## src/inc/rule_out_pkg.sv

```systemverilog
// package: constants, types and register map of the rule output stage
package rule_out_pkg;

  // ****************************************
  // sizes
  // ****************************************
  localparam int unsigned NUM_FLAGS = 16;
  localparam int unsigned NUM_ICNT = 4;
  localparam int unsigned NUM_TMR = 4;
  localparam int unsigned ICNT_W = 16;
  localparam int unsigned TMR_W = 32;
  localparam int unsigned IRQ_W = 4;

  // ****************************************
  // register offsets (byte addresses)
  // ****************************************
  localparam logic [7:0] OFF_CFG = 8'h00;
  localparam logic [7:0] OFF_VALUE = 8'h04;
  localparam logic [7:0] OFF_DESC = 8'h08;
  localparam logic [7:0] OFF_NAME = 8'h0c;
  localparam logic [7:0] OFF_NETADDR = 8'h10;
  localparam logic [7:0] OFF_FLAGS = 8'h14;
  localparam logic [7:0] OFF_STATUS = 8'h18;
  localparam logic [7:0] OFF_MASK = 8'h1c;
  localparam logic [7:0] OFF_ICNT_BASE = 8'h20;
  localparam logic [7:0] OFF_TMR_BASE = 8'h30;

  // ****************************************
  // field positions of the configuration word
  // ****************************************
  localparam int unsigned CFG_OP_LSB = 0;
  localparam int unsigned CFG_REMOTE_BIT = 4;
  localparam int unsigned CFG_LEVEL_BIT = 5;
  localparam int unsigned CFG_MODE_LSB = 6;
  localparam int unsigned CFG_TPOL_BIT = 8;
  localparam int unsigned CFG_CH_LSB = 12;

  // ****************************************
  // status bit positions
  // ****************************************
  localparam int unsigned IRQ_NOTICE = 0;
  localparam int unsigned IRQ_FLAG = 1;
  localparam int unsigned IRQ_ICNT = 2;
  localparam int unsigned IRQ_CYCLE = 3;

  // ****************************************
  // reset values
  // ****************************************
  localparam logic [31:0] CFG_RST = 32'h0000_0000;
  localparam logic [15:0] VALUE_RST = 16'h0000;
  localparam logic [31:0] DESC_RST = 32'h0000_0000;
  localparam logic [31:0] NAME_RST = 32'h0000_0000;
  localparam logic [31:0] NETADDR_RST = 32'h0000_0000;

  // ****************************************
  // types
  // ****************************************
  typedef enum logic [3:0] {
    OP_NONE = 4'h0, OP_ANALOG = 4'h1, OP_DIGITAL = 4'h2, OP_DICNT = 4'h3,
    OP_PULSE = 4'h4, OP_TIMER = 4'h5, OP_FLAG = 4'h6, OP_NOTICE = 4'h7,
    OP_COUNTER = 4'h8
  } op_e;

  typedef enum logic [1:0] {
    DICNT_START = 2'h0, DICNT_STOP = 2'h1, DICNT_RESET = 2'h2, DICNT_NONE = 2'h3
  } dicnt_e;

  typedef enum logic [1:0] {
    PULSE_CONT = 2'h0, PULSE_FINITE = 2'h1, PULSE_STOP = 2'h2, PULSE_NONE = 2'h3
  } pulse_e;

  typedef struct packed {
    logic [3:0] index;
    logic level;
  } flag_wr_s;

  typedef struct packed {
    logic [31:0] description;
    logic [3:0] rule_num;
    logic [15:0] index;
    logic [31:0] net_addr;
    logic [31:0] name;
    logic [15:0] io_status;
  } notice_s;

  typedef struct packed {
    logic [3:0] channel;
    logic [15:0] value;
  } analog_cmd_s;

  typedef struct packed {
    logic [3:0] channel;
    dicnt_e cmd;
  } dicnt_cmd_s;

  typedef struct packed {
    logic [3:0] channel;
    pulse_e mode;
    logic [15:0] count;
  } pulse_cmd_s;

endpackage : rule_out_pkg

```

## src/logic/rule_output_action_executor.sv

```systemverilog
// rule output stage: performs the configured action on each rule result
//
// Overview of operation
// rule result writes local or remote flag
// true writes level, false writes complement
// notice sent only on true result
// notice carries configurable numeric index
// notice holds description, rule, index, address, name, io
// edge mode counts false-to-true transitions only
// reset mode clears counter on true
// channel index selects the internal counter
// analog true loads value, false keeps
// pulse true applies mode, false keeps
// timer counts on active polarity, else clears
// act once per rule cycle, remember result
`timescale 1ns/1ps

module rule_output_action_executor (
  // clock and reset
  input wire logic REF_CLK,
  input wire logic RST,
  // register port
  input wire logic [7:0] ADDR,
  input wire logic [31:0] WDATA,
  input wire logic WR,
  input wire logic RD,
  output logic [31:0] RDATA,
  // rule result from the execution stage
  input wire logic RULE_STROBE,
  input wire logic RULE_RESULT,
  input wire logic [3:0] RULE_NUM,
  input wire logic [15:0] IO_STATUS,
  // remote flag write
  output logic FLAG_WR,
  output rule_out_pkg::flag_wr_s FLAG_WR_DATA,
  // network notice
  output logic NOTICE_SEND,
  output rule_out_pkg::notice_s NOTICE,
  // analog output, counter channel and pulse commands
  output logic DEST_REMOTE,
  output logic ANALOG_LOAD,
  output rule_out_pkg::analog_cmd_s ANALOG_CMD,
  output logic DICNT_WR,
  output rule_out_pkg::dicnt_cmd_s DICNT_CMD,
  output logic PULSE_WR,
  output rule_out_pkg::pulse_cmd_s PULSE_CMD,
  // local flags and interrupt
  output logic [15:0] FLAGS,
  output logic IRQ
);
  import rule_out_pkg::*;

  // ****************************************
  // configuration registers
  // ****************************************
  logic [31:0] cfg;
  logic [15:0] value;
  logic [31:0] desc;
  logic [31:0] name;
  logic [31:0] net_addr;
  logic [IRQ_W-1:0] status;
  logic [IRQ_W-1:0] mask;
  logic prev_result;
  logic [NUM_FLAGS-1:0] flags;
  logic [ICNT_W-1:0] icnt [NUM_ICNT];
  logic [TMR_W-1:0] tmr [NUM_TMR];
  logic tmr_run [NUM_TMR];

  // field decode of the configuration word
  wire op_e op = op_e'(cfg[CFG_OP_LSB +: 4]);
  wire cfg_remote = cfg[CFG_REMOTE_BIT];
  wire cfg_level = cfg[CFG_LEVEL_BIT];
  wire [1:0] cfg_mode = cfg[CFG_MODE_LSB +: 2];
  wire cfg_tpol = cfg[CFG_TPOL_BIT];
  wire [3:0] cfg_ch = cfg[CFG_CH_LSB +: 4];

  // ****************************************
  // register port decode
  // ****************************************
  // one select per address, shared by the write and the read path except sel_flags, which only the read path uses
  wire sel_cfg = (ADDR == OFF_CFG);
  wire sel_value = (ADDR == OFF_VALUE);
  wire sel_desc = (ADDR == OFF_DESC);
  wire sel_name = (ADDR == OFF_NAME);
  wire sel_netaddr = (ADDR == OFF_NETADDR);
  wire sel_flags = (ADDR == OFF_FLAGS);
  wire sel_status = (ADDR == OFF_STATUS);
  wire sel_mask = (ADDR == OFF_MASK);

  // write strokes; writes to read-only words fall through unused
  wire wr_cfg = WR && sel_cfg;
  wire wr_value = WR && sel_value;
  wire wr_desc = WR && sel_desc;
  wire wr_name = WR && sel_name;
  wire wr_netaddr = WR && sel_netaddr;
  wire wr_status = WR && sel_status;
  wire wr_mask = WR && sel_mask;

  // counter and timer windows: four aligned words each
  wire [1:0] icnt_sel = ADDR[3:2];
  wire [1:0] tmr_sel = ADDR[3:2];
  wire word_aligned = (ADDR[1:0] == 2'h0);
  wire is_icnt = (ADDR[7:4] == OFF_ICNT_BASE[7:4]) && word_aligned;
  wire is_tmr = (ADDR[7:4] == OFF_TMR_BASE[7:4]) && word_aligned;

  // narrow registers widened so that every read is one full word
  wire [31:0] value_word = {16'h0000, value};
  wire [31:0] flags_word = {16'h0000, flags};
  wire [31:0] status_word = {28'h0000000, status};
  wire [31:0] mask_word = {28'h0000000, mask};
  wire [31:0] icnt_word = {16'h0000, icnt[icnt_sel]};

  // read selection; unmapped addresses answer zero
  wire [31:0] rd_mux =
    sel_cfg ? cfg :
    sel_value ? value_word :
    sel_desc ? desc :
    sel_name ? name :
    sel_netaddr ? net_addr :
    sel_flags ? flags_word :
    sel_status ? status_word :
    sel_mask ? mask_word :
    is_icnt ? icnt_word :
    is_tmr ? tmr[tmr_sel] : 32'h0000_0000;

  // ****************************************
  // rule result qualifiers
  // ****************************************
  wire res_true = RULE_STROBE && RULE_RESULT;
  wire res_rise = res_true && !prev_result;
  wire ch_icnt_ok = (cfg_ch < 4'(NUM_ICNT));
  wire ch_tmr_ok = (cfg_ch < 4'(NUM_TMR));
  wire flag_level = RULE_RESULT ? cfg_level : !cfg_level;

  // flag action: every strobe writes, false writes the complement
  wire do_flag = RULE_STROBE && (op == OP_FLAG);
  wire do_flag_local = do_flag && !cfg_remote;
  wire do_flag_remote = do_flag && cfg_remote;

  // notice, analog and pulse act on a true result and ignore false
  wire do_notice = res_true && (op == OP_NOTICE);
  wire do_analog = res_true && (op == OP_ANALOG);
  wire do_pulse = res_true && (op == OP_PULSE);

  // timer takes every strobe: false is an action for it too
  wire do_timer = RULE_STROBE && (op == OP_TIMER) && ch_tmr_ok;

  // internal counter: edge mode leans on the remembered result, so a
  // long run of true results adds one only
  wire cnt_edge_mode = (cfg_mode[0] == 1'b0);
  wire do_icnt_inc = res_rise && (op == OP_COUNTER) && cnt_edge_mode;
  wire do_icnt_clr = res_true && (op == OP_COUNTER) && !cnt_edge_mode;
  wire do_icnt = (do_icnt_inc || do_icnt_clr) && ch_icnt_ok;

  // counter channel: false swaps start and stop, reset has no false action
  wire dicnt_e true_cmd = dicnt_e'(cfg_mode);
  wire dicnt_e false_cmd =
    (true_cmd == DICNT_START) ? DICNT_STOP :
    (true_cmd == DICNT_STOP) ? DICNT_START : DICNT_NONE;
  wire dicnt_e dicnt_cmd = RULE_RESULT ? true_cmd : false_cmd;
  wire do_dicnt = RULE_STROBE && (op == OP_DICNT) && (dicnt_cmd != DICNT_NONE);

  // command images; each output register loads only when its action fires
  wire analog_cmd_s analog_next = '{channel: cfg_ch, value: value};
  wire dicnt_cmd_s dicnt_next = '{channel: cfg_ch, cmd: dicnt_cmd};
  wire pulse_ok = (cfg_mode != PULSE_NONE);
  wire pulse_e pulse_mode = pulse_e'(cfg_mode);
  wire pulse_cmd_s pulse_next =
    '{channel: cfg_ch, mode: pulse_mode, count: value};
  wire do_pulse_cmd = do_pulse && pulse_ok;

  // notice image from live registers and the strobe's own inputs
  wire notice_s notice_next = '{
    description: desc,
    rule_num: RULE_NUM,
    index: value,
    net_addr: net_addr,
    name: name,
    io_status: IO_STATUS
  };

  // ****************************************
  // interrupt status: events set, write of one clears, set wins
  // ****************************************
  // an event and a clear in one cycle leave the bit set
  wire [IRQ_W-1:0] events;
  assign events[IRQ_NOTICE] = do_notice;
  assign events[IRQ_FLAG] = do_flag;
  assign events[IRQ_ICNT] = do_icnt;
  assign events[IRQ_CYCLE] = RULE_STROBE;
  wire [IRQ_W-1:0] clr_bits = wr_status ? WDATA[IRQ_W-1:0] : '0;
  wire [IRQ_W-1:0] next_status = (status & ~clr_bits) | events;
  wire [IRQ_W-1:0] next_mask = wr_mask ? WDATA[IRQ_W-1:0] : mask;

  // ****************************************
  // configuration storage
  // ****************************************
  always_ff @(posedge REF_CLK or posedge RST) begin
    if (RST) begin
      cfg <= CFG_RST;
      value <= VALUE_RST;
      desc <= DESC_RST;
      name <= NAME_RST;
      net_addr <= NETADDR_RST;
    end else begin
      if (wr_cfg) cfg <= WDATA;
      if (wr_value) value <= WDATA[15:0];
      if (wr_desc) desc <= WDATA;
      if (wr_name) name <= WDATA;
      if (wr_netaddr) net_addr <= WDATA;
    end
  end

  // status, mask and irq; irq is built from next values to line up
  always_ff @(posedge REF_CLK or posedge RST) begin
    if (RST) begin
      status <= '0;
      mask <= '0;
      IRQ <= 1'b0;
    end else begin
      status <= next_status;
      mask <= next_mask;
      IRQ <= |(next_status & next_mask);
    end
  end

  // read data stand one cycle, then fall back to zero so a stale
  // word is never mistaken for a fresh answer
  always_ff @(posedge REF_CLK or posedge RST) begin
    if (RST) begin
      RDATA <= 32'h0000_0000;
    end else begin
      RDATA <= RD ? rd_mux : 32'h0000_0000;
    end
  end

  // ****************************************
  // result memory for edge detection
  // ****************************************
  always_ff @(posedge REF_CLK or posedge RST) begin
    if (RST) begin
      prev_result <= 1'b0;
    end else if (RULE_STROBE) begin
      prev_result <= RULE_RESULT;
    end
  end

  // ****************************************
  // local and remote flags
  // ****************************************
  always_ff @(posedge REF_CLK or posedge RST) begin
    if (RST) begin
      flags <= '0;
      FLAG_WR <= 1'b0;
      FLAG_WR_DATA <= '0;
    end else begin
      if (do_flag_local) flags[cfg_ch] <= flag_level;
      FLAG_WR <= do_flag_remote;
      if (do_flag_remote) begin
        FLAG_WR_DATA <= '{index: cfg_ch, level: flag_level};
      end
    end
  end

  // pin copy of the flag store; a rule reading it sees last cycle's
  always_ff @(posedge REF_CLK or posedge RST) begin
    if (RST) begin
      FLAGS <= '0;
    end else begin
      FLAGS <= flags;
    end
  end

  // ****************************************
  // network notice: fields frozen at the sending cycle
  // ****************************************
  always_ff @(posedge REF_CLK or posedge RST) begin
    if (RST) begin
      NOTICE_SEND <= 1'b0;
      NOTICE <= '0;
    end else begin
      NOTICE_SEND <= do_notice;
      if (do_notice) begin
        NOTICE <= notice_next;
      end
    end
  end

  // ****************************************
  // analog, counter channel and pulse commands
  // ****************************************
  // commands hold their last value, so a false result keeps the analog and pulse outputs; counter channel start and stop swap on false
  always_ff @(posedge REF_CLK or posedge RST) begin
    if (RST) begin
      DEST_REMOTE <= 1'b0;
      ANALOG_LOAD <= 1'b0;
      ANALOG_CMD <= '0;
      DICNT_WR <= 1'b0;
      DICNT_CMD <= '{channel: 4'h0, cmd: DICNT_NONE};
      PULSE_WR <= 1'b0;
      PULSE_CMD <= '{channel: 4'h0, mode: PULSE_NONE, count: 16'h0000};
    end else begin
      DEST_REMOTE <= cfg_remote;
      ANALOG_LOAD <= do_analog;
      if (do_analog) ANALOG_CMD <= analog_next;
      DICNT_WR <= do_dicnt;
      if (do_dicnt) DICNT_CMD <= dicnt_next;
      PULSE_WR <= do_pulse_cmd;
      if (do_pulse_cmd) PULSE_CMD <= pulse_next;
    end
  end

  // ****************************************
  // internal counters and timers, one slice per entry
  // ****************************************
  // timers tick every clock; the run flag only changes once per rule cycle
  genvar gi;
  generate
    for (gi = 0; gi < NUM_ICNT; gi++) begin : g_icnt
      wire hit = do_icnt && (cfg_ch[1:0] == 2'(gi));
      always_ff @(posedge REF_CLK or posedge RST) begin
        if (RST) begin
          icnt[gi] <= '0;
        end else if (hit && do_icnt_clr) begin
          icnt[gi] <= '0;
        end else if (hit) begin
          icnt[gi] <= icnt[gi] + 1'b1;
        end
      end
    end
    for (gi = 0; gi < NUM_TMR; gi++) begin : g_tmr
      wire hit = do_timer && (cfg_ch[1:0] == 2'(gi));
      wire run_next = (RULE_RESULT == cfg_tpol);
      // a stopped timer reads zero; a running one wraps silently
      wire [TMR_W-1:0] tmr_next = tmr_run[gi] ? tmr[gi] + 1'b1 : '0;
      always_ff @(posedge REF_CLK or posedge RST) begin
        if (RST) begin
          tmr_run[gi] <= 1'b0;
          tmr[gi] <= '0;
        end else begin
          if (hit) tmr_run[gi] <= run_next;
          tmr[gi] <= tmr_next;
        end
      end
    end
  endgenerate

endmodule : rule_output_action_executor

```

## config.mk

```make
export PLATFORM = sky130hd
export DESIGN_NAME = rule_output_action_executor
export DESIGN_NICKNAME = d
export VERILOG_FILES = /design/src/inc/rule_out_pkg.sv /design/src/logic/rule_output_action_executor.sv
export SDC_FILE = /design/constraint.sdc
export NUM_CORES = 1
export LEC_CHECK = 0
export BUFFER_PORTS_ARGS = -buffer_cell sky130_fd_sc_hd__buf_2
export CORE_AREA = 4 4 221 223
export CTS_CLUSTER_DIAMETER = 150
export CTS_CLUSTER_SIZE = 20
export DETAILED_ROUTE_END_ITERATION = 7
export DIE_AREA = 0 0 225 227
export PLACE_DENSITY = 0.81
export SETUP_SLACK_MARGIN = 0.5
export SLEW_MARGIN = 20
export SYNTH_ARGS = -nofsm -noshare
export SYNTH_HDL_FRONTEND = slang
export SYNTH_SLANG_ARGS = --single-unit
```

## constraint.sdc

```tcl
create_clock -name REF_CLK -period 37.9 [get_ports REF_CLK]
set_input_delay 7.58 -clock REF_CLK [delete_from_list [all_inputs] [get_ports REF_CLK]]
set_output_delay 7.58 -clock REF_CLK [all_outputs]
set_load 0.05 [all_outputs]
```

---- After elaboration in Yosys (flattened, before gate mapping) ----
Index checks and enable logic that the tools add are counted.
storage, ports and cells
  word-level logic and storage cells ...... 177
  register bits ........................... 605
  bits of input ports ..................... 66
cells by class
  eq/ne operators ......................... 23
  order comparisons ....................... 4
  multiplexer cells ....................... 38
  reductions and logical operators ........ 53
  bitwise gates (word level) .............. 6
  $add $sub $neg .......................... 8
operator list
  operator                                                     number
  2-to-1 mux 32 bit                                            17
  2-to-1 mux 16 bit                                            10
  adder 32 x 1 -> 32 bit (second input constant)               4
  adder 16 x 1 -> 16 bit (second input constant)               4
  binary-select mux 32 bit (select 2 bit)                      1
  logical AND 1 bit                                            40
  binary-select mux 16 bit (select 2 bit)                      1
  == test 8 x 5 -> 1 bit (second input constant)               4
  bitwise mux 16 bit                                           1
  == test 4 x 3 -> 1 bit (second input constant)               4
  == test 8 x 4 -> 1 bit (second input constant)               2
  == test 4 x 2 -> 1 bit (second input constant)               3
  bitwise AND 4 bit                                            2
  == test 8 x 3 -> 1 bit (second input constant)               1
  zero test 8 bit                                              1
  2-to-1 mux 4 bit                                             2
  nonzero test 2 bit                                           4
  zero test 2 bit                                              3
  2-to-1 mux 2 bit                                             3
  less-than comparator 4 x 5 -> 1 bit (second input constant)  1
  demux 1 bit (select 4 bit)                                   1
  == test 2 x 1 -> 1 bit (second input constant)               2
  == test 2 bit (second input constant)                        2
  == test 4 x 1 -> 1 bit (second input constant)               1
  14 further kinds                                             18

---- Longest topological paths before layout ----
Gate-level depths: netlist (run 1).
  depth in word-level cells ............... 15
  gate-level depth with buffers ........... 8
  mapped depth without buffers ............ 6

---- Worst setup path after synthesis (run 1) ----
Ideal clock, no wire load.
  kind .................................... input to register
  start point ............................. input port ADDR[1]
  end point ............................... register IRQ
  path slack .............................. 28.380 ns
  cell stages on the path ................. 6
  buffers on the path ..................... 1
  arrival ................................. 9.394 ns
  path through ............................ or4_1 buf_2 nor4_4 mux2_2 a22o_1 a221o_1
RTL lines
  what                    line                                source
  start: declaration      rule_output_action_executor.sv:23   input wire logic [7:0] ADDR,
  == test 8 x 5 -> 1 bit  rule_output_action_executor.sv:88   wire sel_mask = (ADDR == OFF_MASK);
  logical AND 1 bit       rule_output_action_executor.sv:97   wire wr_mask = WR && sel_mask;
  2-to-1 mux 4 bit        rule_output_action_executor.sv:193  wire [IRQ_W-1:0] next_mask = wr_mask ? WDATA[IRQ_W-1:0] : mask;
  via next_mask[1]        rule_output_action_executor.sv:193
  bitwise AND 4 bit       rule_output_action_executor.sv:223  IRQ <= |(next_status & next_mask);
  OR reduction 4 bit      rule_output_action_executor.sv:223
  end signal: assignment  rule_output_action_executor.sv:223
  end: declaration        rule_output_action_executor.sv:49   output logic IRQ
The timed path passes the listed nets, and every way through them passes these cells.
A chain may end at the register's enable or synchronous reset.

---- Final worst setup path (run 1) ----
  start point ............................. input port ADDR[2]
  end point ............................... register RDATA[7]
on the way
  longest elaborated chain between the ends .. 15
RTL lines
  what                                                  line                                                                    source
  inverter 2 -> 3 bit (not written as such)             rule_output_action_executor.sv:111, rule_output_action_executor.sv:124
  binary-select mux 32 bit (select 2 bit)               rule_output_action_executor.sv:124                                      is_tmr ? tmr[tmr_sel] : 32'h0000_0000;
  2-to-1 mux 32 bit (not written as such) (2 in a row)  rule_output_action_executor.sv:124
  2-to-1 mux 32 bit                                     rule_output_action_executor.sv:124
  2-to-1 mux 32 bit                                     rule_output_action_executor.sv:123                                      is_icnt ? icnt_word :
  2-to-1 mux 32 bit                                     rule_output_action_executor.sv:122                                      sel_mask ? mask_word :
  2-to-1 mux 32 bit                                     rule_output_action_executor.sv:121                                      sel_status ? status_word :
  2-to-1 mux 32 bit                                     rule_output_action_executor.sv:120                                      sel_flags ? flags_word :
  2-to-1 mux 32 bit                                     rule_output_action_executor.sv:119                                      sel_netaddr ? net_addr :
  2-to-1 mux 32 bit                                     rule_output_action_executor.sv:118                                      sel_name ? name :
  2-to-1 mux 32 bit                                     rule_output_action_executor.sv:117                                      sel_desc ? desc :
  2-to-1 mux 32 bit                                     rule_output_action_executor.sv:116                                      sel_value ? value_word :
  2-to-1 mux 32 bit *                                   rule_output_action_executor.sv:115                                      sel_cfg ? cfg :
  2-to-1 mux 32 bit *                                   rule_output_action_executor.sv:233                                      RDATA <= RD ? rd_mux : 32'h0000_0000;
  end signal: assignment                                rule_output_action_executor.sv:233
  end: declaration                                      rule_output_action_executor.sv:27                                       output logic [31:0] RDATA,
Every way passes the cells marked *; elsewhere a longest branch is shown, timed or not. The select of a mux whose other input is x is not followed.

==> results.toml, run 1 <==
[timing]
setup_viol = 0
finalClockSkew_ns = 0.0347
hold_violations = 0
slew_viol_final = 0
worstMarginPinSlew_ns = 1.06
rsz0062_at_grt = "no"
worst_slack_ns = 27.73
hold_ws_ns = 0.441
fin_crit_sh_pct = 26.8
worst_slew_margin_rel_pct = 29.1
layout_min_cycle_time_ns = 10.17
fin_setup_tns_ns = 0
max_freq_ghz = 0.0983

[routing]
vias = 20000
wl_per_cell_um = 23.7
drt_iter0_drc = 2437
viasPerCell = 6.37
dr.pass1.iters = 8
route.detailed.drc = 4
wl_um = 74600
ant_nets = 0

[synth]
ys_seq_elements = 605
synth.distinct_cells = 73
synth_seq_area_share_pct = 54.2
synthTopCellsByArea = "dfrtp_1 (54%), mux2_2 (13%), mux4_2 (3.9%)"
yosysWarnings = 0
ys_dominant_reg_cell = "dfrtp_1"
syn_area_sq_mm = 0.0279
syn_inst = 2281
synth_most_common_cell = "dfrtp_1"
synth_fp_nets = 2355
synth-edff-count = 0
netlist.area_leader.share_pct = 53.9
postSynth.asyncResetShare_pct = 100
syn_avg_cell_area_sq_um = 12.2
netlist_top_cells_count = "dfrtp_1 (601), mux2_2 (324), nand2_1 (167), and2_1 (107), clkbuf_1 (83)"
yosys.area.top_type = "dfrtp_1"

[floorplan]
placementRows = 79
die_area_sq_mm = 0.0511
ios = 306
fp.dieH_um = 227
core_area_sq_mm = 0.0466
start_util_pct = 60.0
die_w_um = 225

[pwr]
power_w = 0.00112
comb_power_share_pct = 5.1
p_sw_w = 0.000264
max-vdd-ir-drop_uv = 36.0
seqPwrFrac_pct = 59.8
swShare_pct = 23.7
p_clk_share_pct = 35.1
cellPowerDensity_mw_per_mm2 = 36.1
intPower_w = 0.000851
p_leak_nw = 15.3

[finish]
drive_above_1_share_pct = 31.3
fill_cells = 3426
nets = 2592
syn2layout_area_growth_pct = 10.7
final_util_pct = 66.4

[critical_path]
startpoint_type = "input pin"
crit_path_top_delay_cell = "buf_4"
end_kind = "flop"
critical_path.cell_chain = "buf_4 > buf_4 > mux4_2 > nand2_1 > nand2_1 > a221oi_1 > o22ai_1"
worstPathMaxFanout = 56
max_stage_delay_ns = 0.79
arrival_ns = 10.59
crit_type = "in -> reg"
crit_required_ns = 38.32

[clock_network]
htreeDepth = 2
ctsResizeCount = 0
root_buffer = "clkbuf_16"
postCtsHoldBufs = 0
cts_made_buffers = 36
clock_sinks = 605
postCtsSetupBuffers = 0
cts_buffer_depth = 3
clock_latency_ns = 0.58
cts_tree = "done"
clk_pin_slew_worst_paths_ns = 0.09

[grt]
antenna_found_initial = 6
grt_max_degree = 191
grtUsageTotal_pct = 28.7
grt_overflow = 0
grt_pass1_wl_um = 115000
grt_pass1_vias = 19700

[placement]
portBuffers = 305
dp_slack_ns = 27.20
place_congestion = 0.966
dpl.hpwl_um = 54000

[run]
cap_violations = 0

[min_path]
hold_path.class = "reg -> reg"

[run_status]
violations = "DRC"
outcome = "finished, violations left"
[power by group through the flow]
stage | Sequential [W] | Combinational (W) | Clock [W]
6_report | 0.000666 | 0.0000571 | 0.000392
5_1_grt | 0.000667 | 0.0000624 | 0.000421
4_1_cts | 0.000666 | 0.0000568 | 0.000398
3_5_place_dp | 0.000679 | 0.0000566 | 0
3_3_place_gp | 0.000678 | 0.0000546 | 0
2_1_floorplan | 0.000677 | 0.0000356 | 0
[per-layer routing]
metal  vias up  share of wire [%]  track usage [%]
li1       8691                  -                -
met3       159                8.4             4.82
met1     10200                 41             41.3
met4         0                2.9             8.36
met5         -                  0                0
met2       976                 48             45.9
[cells in the final DEF, fill, tap and decap left out, types with 58 or more instances in the layout]
master / count
nor2_1: 59
buf_2: 303
and2_1: 107
o21ai_0: 67
dfrtp_1: 600
a21oi_1: 58
nand3_1: 64
xnor2_1: 63
nand2_1: 167
mux2_2: 324
[kinds of logic after synthesis]
logic type               synth area share (%)
AND/OR/NAND/NOR                          13.0
flip-flops                               54.2
multiplexers                             19.2
AO/OA/AOI/OAI                            6.85
buffers and inverters                    2.58
XOR/XNOR                                 3.76
adder cells (fa/ha/maj)                 0.359
[state kept, by name (all words and copies together) (netlist names), 22 cells and up]
register,cells
PULSE_CMD,22
desc,32
NOTICE,132
net_addr,32
cfg,32
tmr,128
icnt,64
RDATA,32
name,32
[final timing paths]
check                               from   endpoint  slack, ns  cells past startpoint
min in group asynchronous            RST  RDATA[30]       7.20                      2
worst max-delay path             ADDR[2]   RDATA[7]      27.73                      7
worst min register to register  flags[4]   FLAGS[4]       0.44                      0
worst max register to register    cfg[6]   icnt[62]      34.67                      5
max in group asynchronous            RST   value[5]      28.47                      4
worst min-delay path            flags[4]   FLAGS[4]       0.44                      0
[area by class of cell]
| type | count | area (sq um) | area share [%] |
|---|---|---|---|
| antenna | 7 | 17.5 | 0.0567 |
| clock buffer | 49 | 950 | 3.07 |
| clock inverter | 3 | 41.3 | 0.134 |
| inverter | 49 | 191 | 0.619 |
| multi-input combinational | 1502 | 12100 | 39.1 |
| sequential | 605 | 15100 | 49.0 |
| tap | 607 | 759 | 2.46 |
| timing repair buffer | 324 | 1710 | 5.53 |
[critical path: cells and delay by family]
family	cells	cell delay [ns]
buffers and inverters	2	1.27
AO/OA/AOI/OAI	2	0.93
multiplexers	1	0.62
AND/OR/NAND/NOR	2	0.15
[metrics by stage]
step           instances  instance area [sq um]
2_1_floorplan       2281                  27900
3_3_place_gp        3086                  29900
3_5_place_dp        3086                  29900
4_1_cts             3138                  30900
5_1_grt             3144                  30900
6_report            3146                  30900
Power figures use the tool's default switching activity.
==> run 2, diff against run 1 <==
--- a/config.mk
+++ b/config.mk
@@ -5,13 +5,14 @@
 export SDC_FILE = /design/constraint.sdc
 export NUM_CORES = 1
 export LEC_CHECK = 0
+export ABC_AREA = 1
 export BUFFER_PORTS_ARGS = -buffer_cell sky130_fd_sc_hd__buf_2
-export CORE_AREA = 4 4 221 223
+export CORE_AREA = 4 4 235 237
 export CTS_CLUSTER_DIAMETER = 150
 export CTS_CLUSTER_SIZE = 20
 export DETAILED_ROUTE_END_ITERATION = 7
-export DIE_AREA = 0 0 225 227
-export PLACE_DENSITY = 0.81
+export DIE_AREA = 0 0 239 241
+export PLACE_DENSITY = 0.76
 export SETUP_SLACK_MARGIN = 0.5
 export SLEW_MARGIN = 20
 export SYNTH_ARGS = -nofsm -noshare
==> constraint.sdc (replaced) <==
create_clock -name REF_CLK -period 8.6 [get_ports REF_CLK]
set_input_delay 1.72 -clock REF_CLK [delete_from_list [all_inputs] [get_ports REF_CLK]]
set_output_delay 1.72 -clock REF_CLK [all_outputs]
set_load 0.05 [all_outputs]
==> run 2 against run 1 <==
Sequential power rose to 4.4 times the previous value. Design area up 0.34%. Critical endpoint is now name[27]. The run still ends with DRC left. First-iteration DRC count up 25%.
==> results.toml, run 2 <==
[critical_path]
end_kind = "flop"
cp_common_cell = "nand2_1"
crit_path_top_delay_cell = "nand2_2"
critical_path.cell_chain = "buf_2 > nand2_1 > inv_2 > nand2_1 > nor2_4 > buf_4 > nand2_2 > o21ai_0"
setup.worst_path.start = "ADDR[2]"
arrival_ns = 5.16
r2r-start = "cfg[6]"
reg2reg_depth = 7
crit_type = "in -> reg"
r2r-end = "icnt[14]"
worstPathMaxFanout = 64
reg2reg_setup_slack_ns = 5.66
timing.critical_path.buf_inv = 3
path_delay_family = "simple AND/OR/NAND/NOR gates"
crit_required_ns = 9.07
max_stage_delay_ns = 0.69
startpoint_type = "input pin"

[finish]
largest_register_ffs = 132
final_cell_mix = "nand2_1 (944), dfrtp_1 (601), o21ai_0 (385)"
regMostFlops = "NOTICE"
multiInputGateArea_sq_mm = 0.0109
final_cell_count_no_fill = 4347
regArea_sq_mm = 0.0151
layout.cells.most_common = "nand2_1"
final_util_pct = 58.2
fill_cells = 4826
drive_above_1_share_pct = 11.7
diodes = 0
syn2layout_area_growth_pct = 10.9
nets = 3716
biggestRegsByFlops = "NOTICE (132), tmr (128), icnt (64)"

[pwr]
seqPwrFrac_pct = 58.7
swShare_pct = 25.2
comb_power_share_pct = 6.0
max-vdd-ir-drop_uv = 127
intPower_w = 0.00374
p_clk_share_pct = 35.3
cellPowerDensity_mw_per_mm2 = 161
p_sw_w = 0.00126
p_leak_nw = 14.9

[timing]
rsz0062_at_grt = "no"
worstMarginPinSlew_ns = 1.14
slew_viol_final = 0
layout_min_cycle_time_ns = 4.69
setup_viol = 0
fin_crit_sh_pct = 54.5
fin_setup_tns_ns = 0
hold_violations = 0
max_freq_ghz = 0.213
hold_ws_ns = 0.420
worst_slew_margin_rel_pct = 23.9
worst_slack_ns = 3.91
finalClockSkew_ns = 0.0320

[routing]
route.detailed.drc = 4
drt_iter0_drc = 3046
viasPerCell = 5.72
wl_per_cell_um = 20.5
ant_nets = 0
dr.pass1.iters = 8
vias = 24900
wl_um = 89100

[synth]
syn_avg_cell_area_sq_um = 8.21
synthTopCellsByArea = "dfrtp_1 (54%), nand2_1 (13%), o21ai_0 (6.9%)"
synth_most_common_cell = "nand2_1"
synthSimpleGateAreaFrac_pct = 23.5
synth_fp_nets = 3483
netlist.area_leader.share_pct = 53.8
synth-edff-count = 0
ys_dominant_reg_cell = "dfrtp_1"
synth.distinct_cells = 46
synth-xor-area-share_pct = 1.66
yosys.area.top_type = "dfrtp_1"
syn_area_sq_mm = 0.0280
synth_seq_area_share_pct = 54.1
yosysWarnings = 0
ys_seq_elements = 605
synth-adder-area-share_pct = 0.358
postSynth.asyncResetShare_pct = 100
synth_top_family_by_area = "simple AND/OR/NAND/NOR gates"
netlist_top_cells_count = "nand2_1 (946), dfrtp_1 (601), o21ai_0 (385), inv_1 (344), nor2_1 (217)"
syn_inst = 3409
muxShareOfSynthArea_pct = 0
synth_compound_area_share_pct = 13.5

[grt]
grtUsageTotal_pct = 30.1
grt_overflow = 0
grt_pass1_wl_um = 136000
grtUsageMet3_pct = 6.13
grt_pass1_vias = 23000
use_met1_pct = 44.1
met2_usage_pct = 45.1
antenna_found_initial = 8
grt_max_degree = 182
busiest_layer = "met2"

[clock_network]
htreeDepth = 2
cts_buffer_depth = 3
postCtsHoldBufs = 0
postCtsSetupBuffers = 0
clock_latency_ns = 0.59
ctsResizeCount = 0
clock_sinks = 605
cts_tree = "done"
cts_made_buffers = 36
clk_pin_slew_worst_paths_ns = 0.09
root_buffer = "clkbuf_16"

[floorplan]
die_area_sq_mm = 0.0576
ios = 306
start_util_pct = 52.5
die_w_um = 239
core_area_sq_mm = 0.0533
fp.dieH_um = 241
placementRows = 85

[run_status]
outcome = "finished, violations left"
violations = "DRC"

[placement]
dpl.hpwl_um = 65300
portBuffers = 305
place_congestion = 0.995
place_inst = 4300
dp_slack_ns = 3.43

[min_path]
min_from = "flags[9]"
holdPathEnd = "FLAGS[9]"
hold_path.class = "reg -> reg"
min_path_cells = 0

[run]
cap_violations = 0
run 2: stage by stage:
step	power, W	area, sq um
after floorplan	0.00317	28000
after global placement	0.00328	30000
after detailed placement	0.00329	30000
after CTS	0.00502	31000
after global routing	0.00517	31000
final	0.00500	31000
run 2: how the worst max path moves through the flow:
stage | endpoint | cells past startpoint
3_5_place_dp | name[6] | 8
4_1_cts | name[27] | 8
6_report | name[27] | 8
2_1_floorplan | ANALOG_CMD[0] | 1
3_3_place_gp | name[26] | 8
5_1_grt | name[6] | 8
run 2: power by group through the flow:
stage / registers [W] / logic (W) / clock network (W)
6_report: 0.00293 / 0.000300 / 0.00176
4_1_cts: 0.00293 / 0.000300 / 0.00179
2_1_floorplan: 0.00301 / 0.000161 / 0
3_3_place_gp: 0.00299 / 0.000294 / 0
5_1_grt: 0.00294 / 0.000334 / 0.00190
3_5_place_dp: 0.00299 / 0.000299 / 0
run 2: metal layers:
layer  part of all wire [%]  wire, um
met4                    3.7      3330
met2                     44     39600
met5                   0.10        93
met3                    9.6      8560
met1                     42     37500
run 2: cell families after synthesis:
logic type | after synthesis
flops | 605
xor+xnor | 53
fa+ha+maj | 8
compound gates | 712
buf+inv | 494
simple gates | 1537
run 2: area by class of cell:
| cell class | instances | area share (%) |
|---|---|---|
| multi-input cells | 2310 | 35.3 |
| well taps | 696 | 2.81 |
| clock buffers | 43 | 2.99 |
| repair buffers | 325 | 5.49 |
| flip-flops and latches | 605 | 48.8 |
| clock inverters | 4 | 0.198 |
| inverters | 364 | 4.42 |
run 2: worst reg2reg max path, delay by kind of cell (launching register included):
kind / cells / cell delay [ns]
and+or+nand+nor: 3 / 1.28
buffers and inverters: 3 / 0.73
DFF: 1 / 0.71
AOI/OAI and AO/OA: 1 / 0.09
==> run 3, diff against run 2 <==
==> constraint.sdc (replaced) <==
create_clock -name REF_CLK -period 3.8 [get_ports REF_CLK]
set_input_delay 0.76 -clock REF_CLK [delete_from_list [all_inputs] [get_ports REF_CLK]]
set_output_delay 0.76 -clock REF_CLK [all_outputs]
set_load 0.05 [all_outputs]
==> run 3 against run 2 <==
The run now ends clean. Combinational power grew 140%. Clock power grew 130%. Largest cell class unchanged. Critical path depth shrank 2.
==> results.toml, run 3 (synthesis gave the netlist of run 2 again) <==
[run_status]
outcome = "finished, final reports clean"

[critical_path]
reg2reg_depth = 6
worstPathMaxFanout = 101
startpoint_type = "flop"
setup.worst_path.start = "cfg[2]"
critPathCapture = "NOTICE[86]"
end_kind = "flop"
arrival_ns = 3.21
r2r-end = "NOTICE[86]"
r2r-start = "cfg[2]"
reg2reg_setup_slack_ns = 1.02
crit_required_ns = 4.23
crit_type = "reg -> reg"

[floorplan]
placementRows = 85
die_w_um = 239
fp.dieH_um = 241
core_area_sq_mm = 0.0533
ios = 306
die_area_sq_mm = 0.0576
start_util_pct = 52.5

[clock_network]
postCtsHoldBufs = 0
clk_pin_slew_worst_paths_ns = 0.08
root_buffer = "clkbuf_16"
cts_buffer_depth = 3
htreeDepth = 2
cts_made_buffers = 36
cts_tree = "done"
clock_sinks = 605
postCtsSetupBuffers = 0
clock_latency_ns = 0.59
ctsResizeCount = 0

[timing]
worstMarginPinSlew_ns = 1.27
layout_min_cycle_time_ns = 2.78
slew_viol_final = 0
finalClockSkew_ns = 0.0256
hold_violations = 0
worst_slew_margin_rel_pct = 15.5
rsz0062_at_grt = "no"
fin_crit_sh_pct = 73.3
max_freq_ghz = 0.359
setup_viol = 0

[finish]
largest_register_ffs = 132
syn2layout_area_growth_pct = 12.0
nets = 3744
final_cell_area_sq_mm = 0.0313
fill_cells = 4770
regArea_sq_mm = 0.0151
drive_above_1_share_pct = 12.4
multiInputGateArea_sq_mm = 0.0109
biggestRegsByFlops = "NOTICE (132), tmr (128), icnt (64)"
final_cell_mix = "nand2_1 (944), dfrtp_1 (601), o21ai_0 (385)"
layout.cells.most_common = "nand2_1"
regMostFlops = "NOTICE"

[grt]
grt_max_degree = 117
grt_pass1_wl_um = 137000
grtUsageTotal_pct = 30.3
grt_pass1_vias = 23500
grt_overflow = 0
antenna_found_initial = 5

[pwr]
cellPowerDensity_mw_per_mm2 = 363
power_w = 0.0114
p_leak_nw = 15.0
max-vdd-ir-drop_uv = 321

[routing]
vias = 25000
viasPerCell = 5.70
wl_per_cell_um = 20.3
drt_iter0_drc = 2575
ant_nets = 0
wl_um = 88800
route.detailed.drc = 0
dr.pass1.iters = 6

[placement]
place_congestion = 0.989
place_area_sq_mm = 0.0303
portBuffers = 305
dpl.hpwl_um = 65800

[min_path]
hold_path.class = "in -> async"

[run]
cap_violations = 0
==> run 3: layout make-up <==
type                    count  area share, %
multi-input cells        2310           34.9
inverters                 364           4.38
flip-flops and latches    605           48.3
repair buffers            353           6.34
well taps                 696           2.78
diodes                      1        0.00799
clock buffers              46           3.13
clock inverters             2          0.104
==> run 3: worst min-delay path by stage <==
stage / startpoint / end / slack (ns) / cells past startpoint
3_5_place_dp: flags[11] / FLAGS[11] / 0.40 / 0
2_1_floorplan: flags[11] / FLAGS[11] / 0.37 / 0
3_3_place_gp: flags[11] / FLAGS[11] / 0.41 / 0
6_report: RST / ANALOG_CMD[3] / 0.16 / 2
5_1_grt: RST / ANALOG_CMD[3] / 0.16 / 2
4_1_cts: RST / NOTICE[81] / 0.16 / 2
==> run 3: worst max-delay path, cell delays in order (launching register included) <==
cell	delay (ns)
dfrtp_1	0.44
inv_2	0.13
nor3_1	0.10
nand2_4	0.08
buf_4	0.71
buf_4	0.78
o21ai_0	0.22
==> run 3: power breakdown <==
part | leakage (nW) | internal (W) | total (W) | switching, W
Clock | 0.492 | 0.00183 | 0.00401 | 0.00218
Combinational | 6.36 | 0.000169 | 0.000709 | 0.000540
Sequential | 8.18 | 0.00654 | 0.00664 | 0.0000961
==> run 3: per-stage QoR <==
step | util [%] | instances | setup WS, ns | hold WS [ns] | TNS, ns
2_1_floorplan | - | 3409 | -5.21 | 0.375 | -3142.69
3_3_place_gp | 56.9 | 4328 | 0.754 | 0.411 | 0
3_5_place_dp | 56.9 | 4328 | 0.647 | 0.404 | 0
4_1_cts | 58.8 | 4376 | 1.10 | 0.155 | 0
5_1_grt | 58.8 | 4376 | 0.859 | 0.159 | 0
6_report | 58.8 | 4377 | 1.02 | 0.162 | 0
==> run 3: per-layer routing <==
metal / vias up / track usage (%) / routed length (um)
met2: 1216 / 46.1 / 39900
li1: 11700 / - / -
met3: 176 / 6.86 / 8930
met1: 11900 / 44.2 / 37100
met4: 6 / 8.80 / 2770
met5: - / 0 / 41
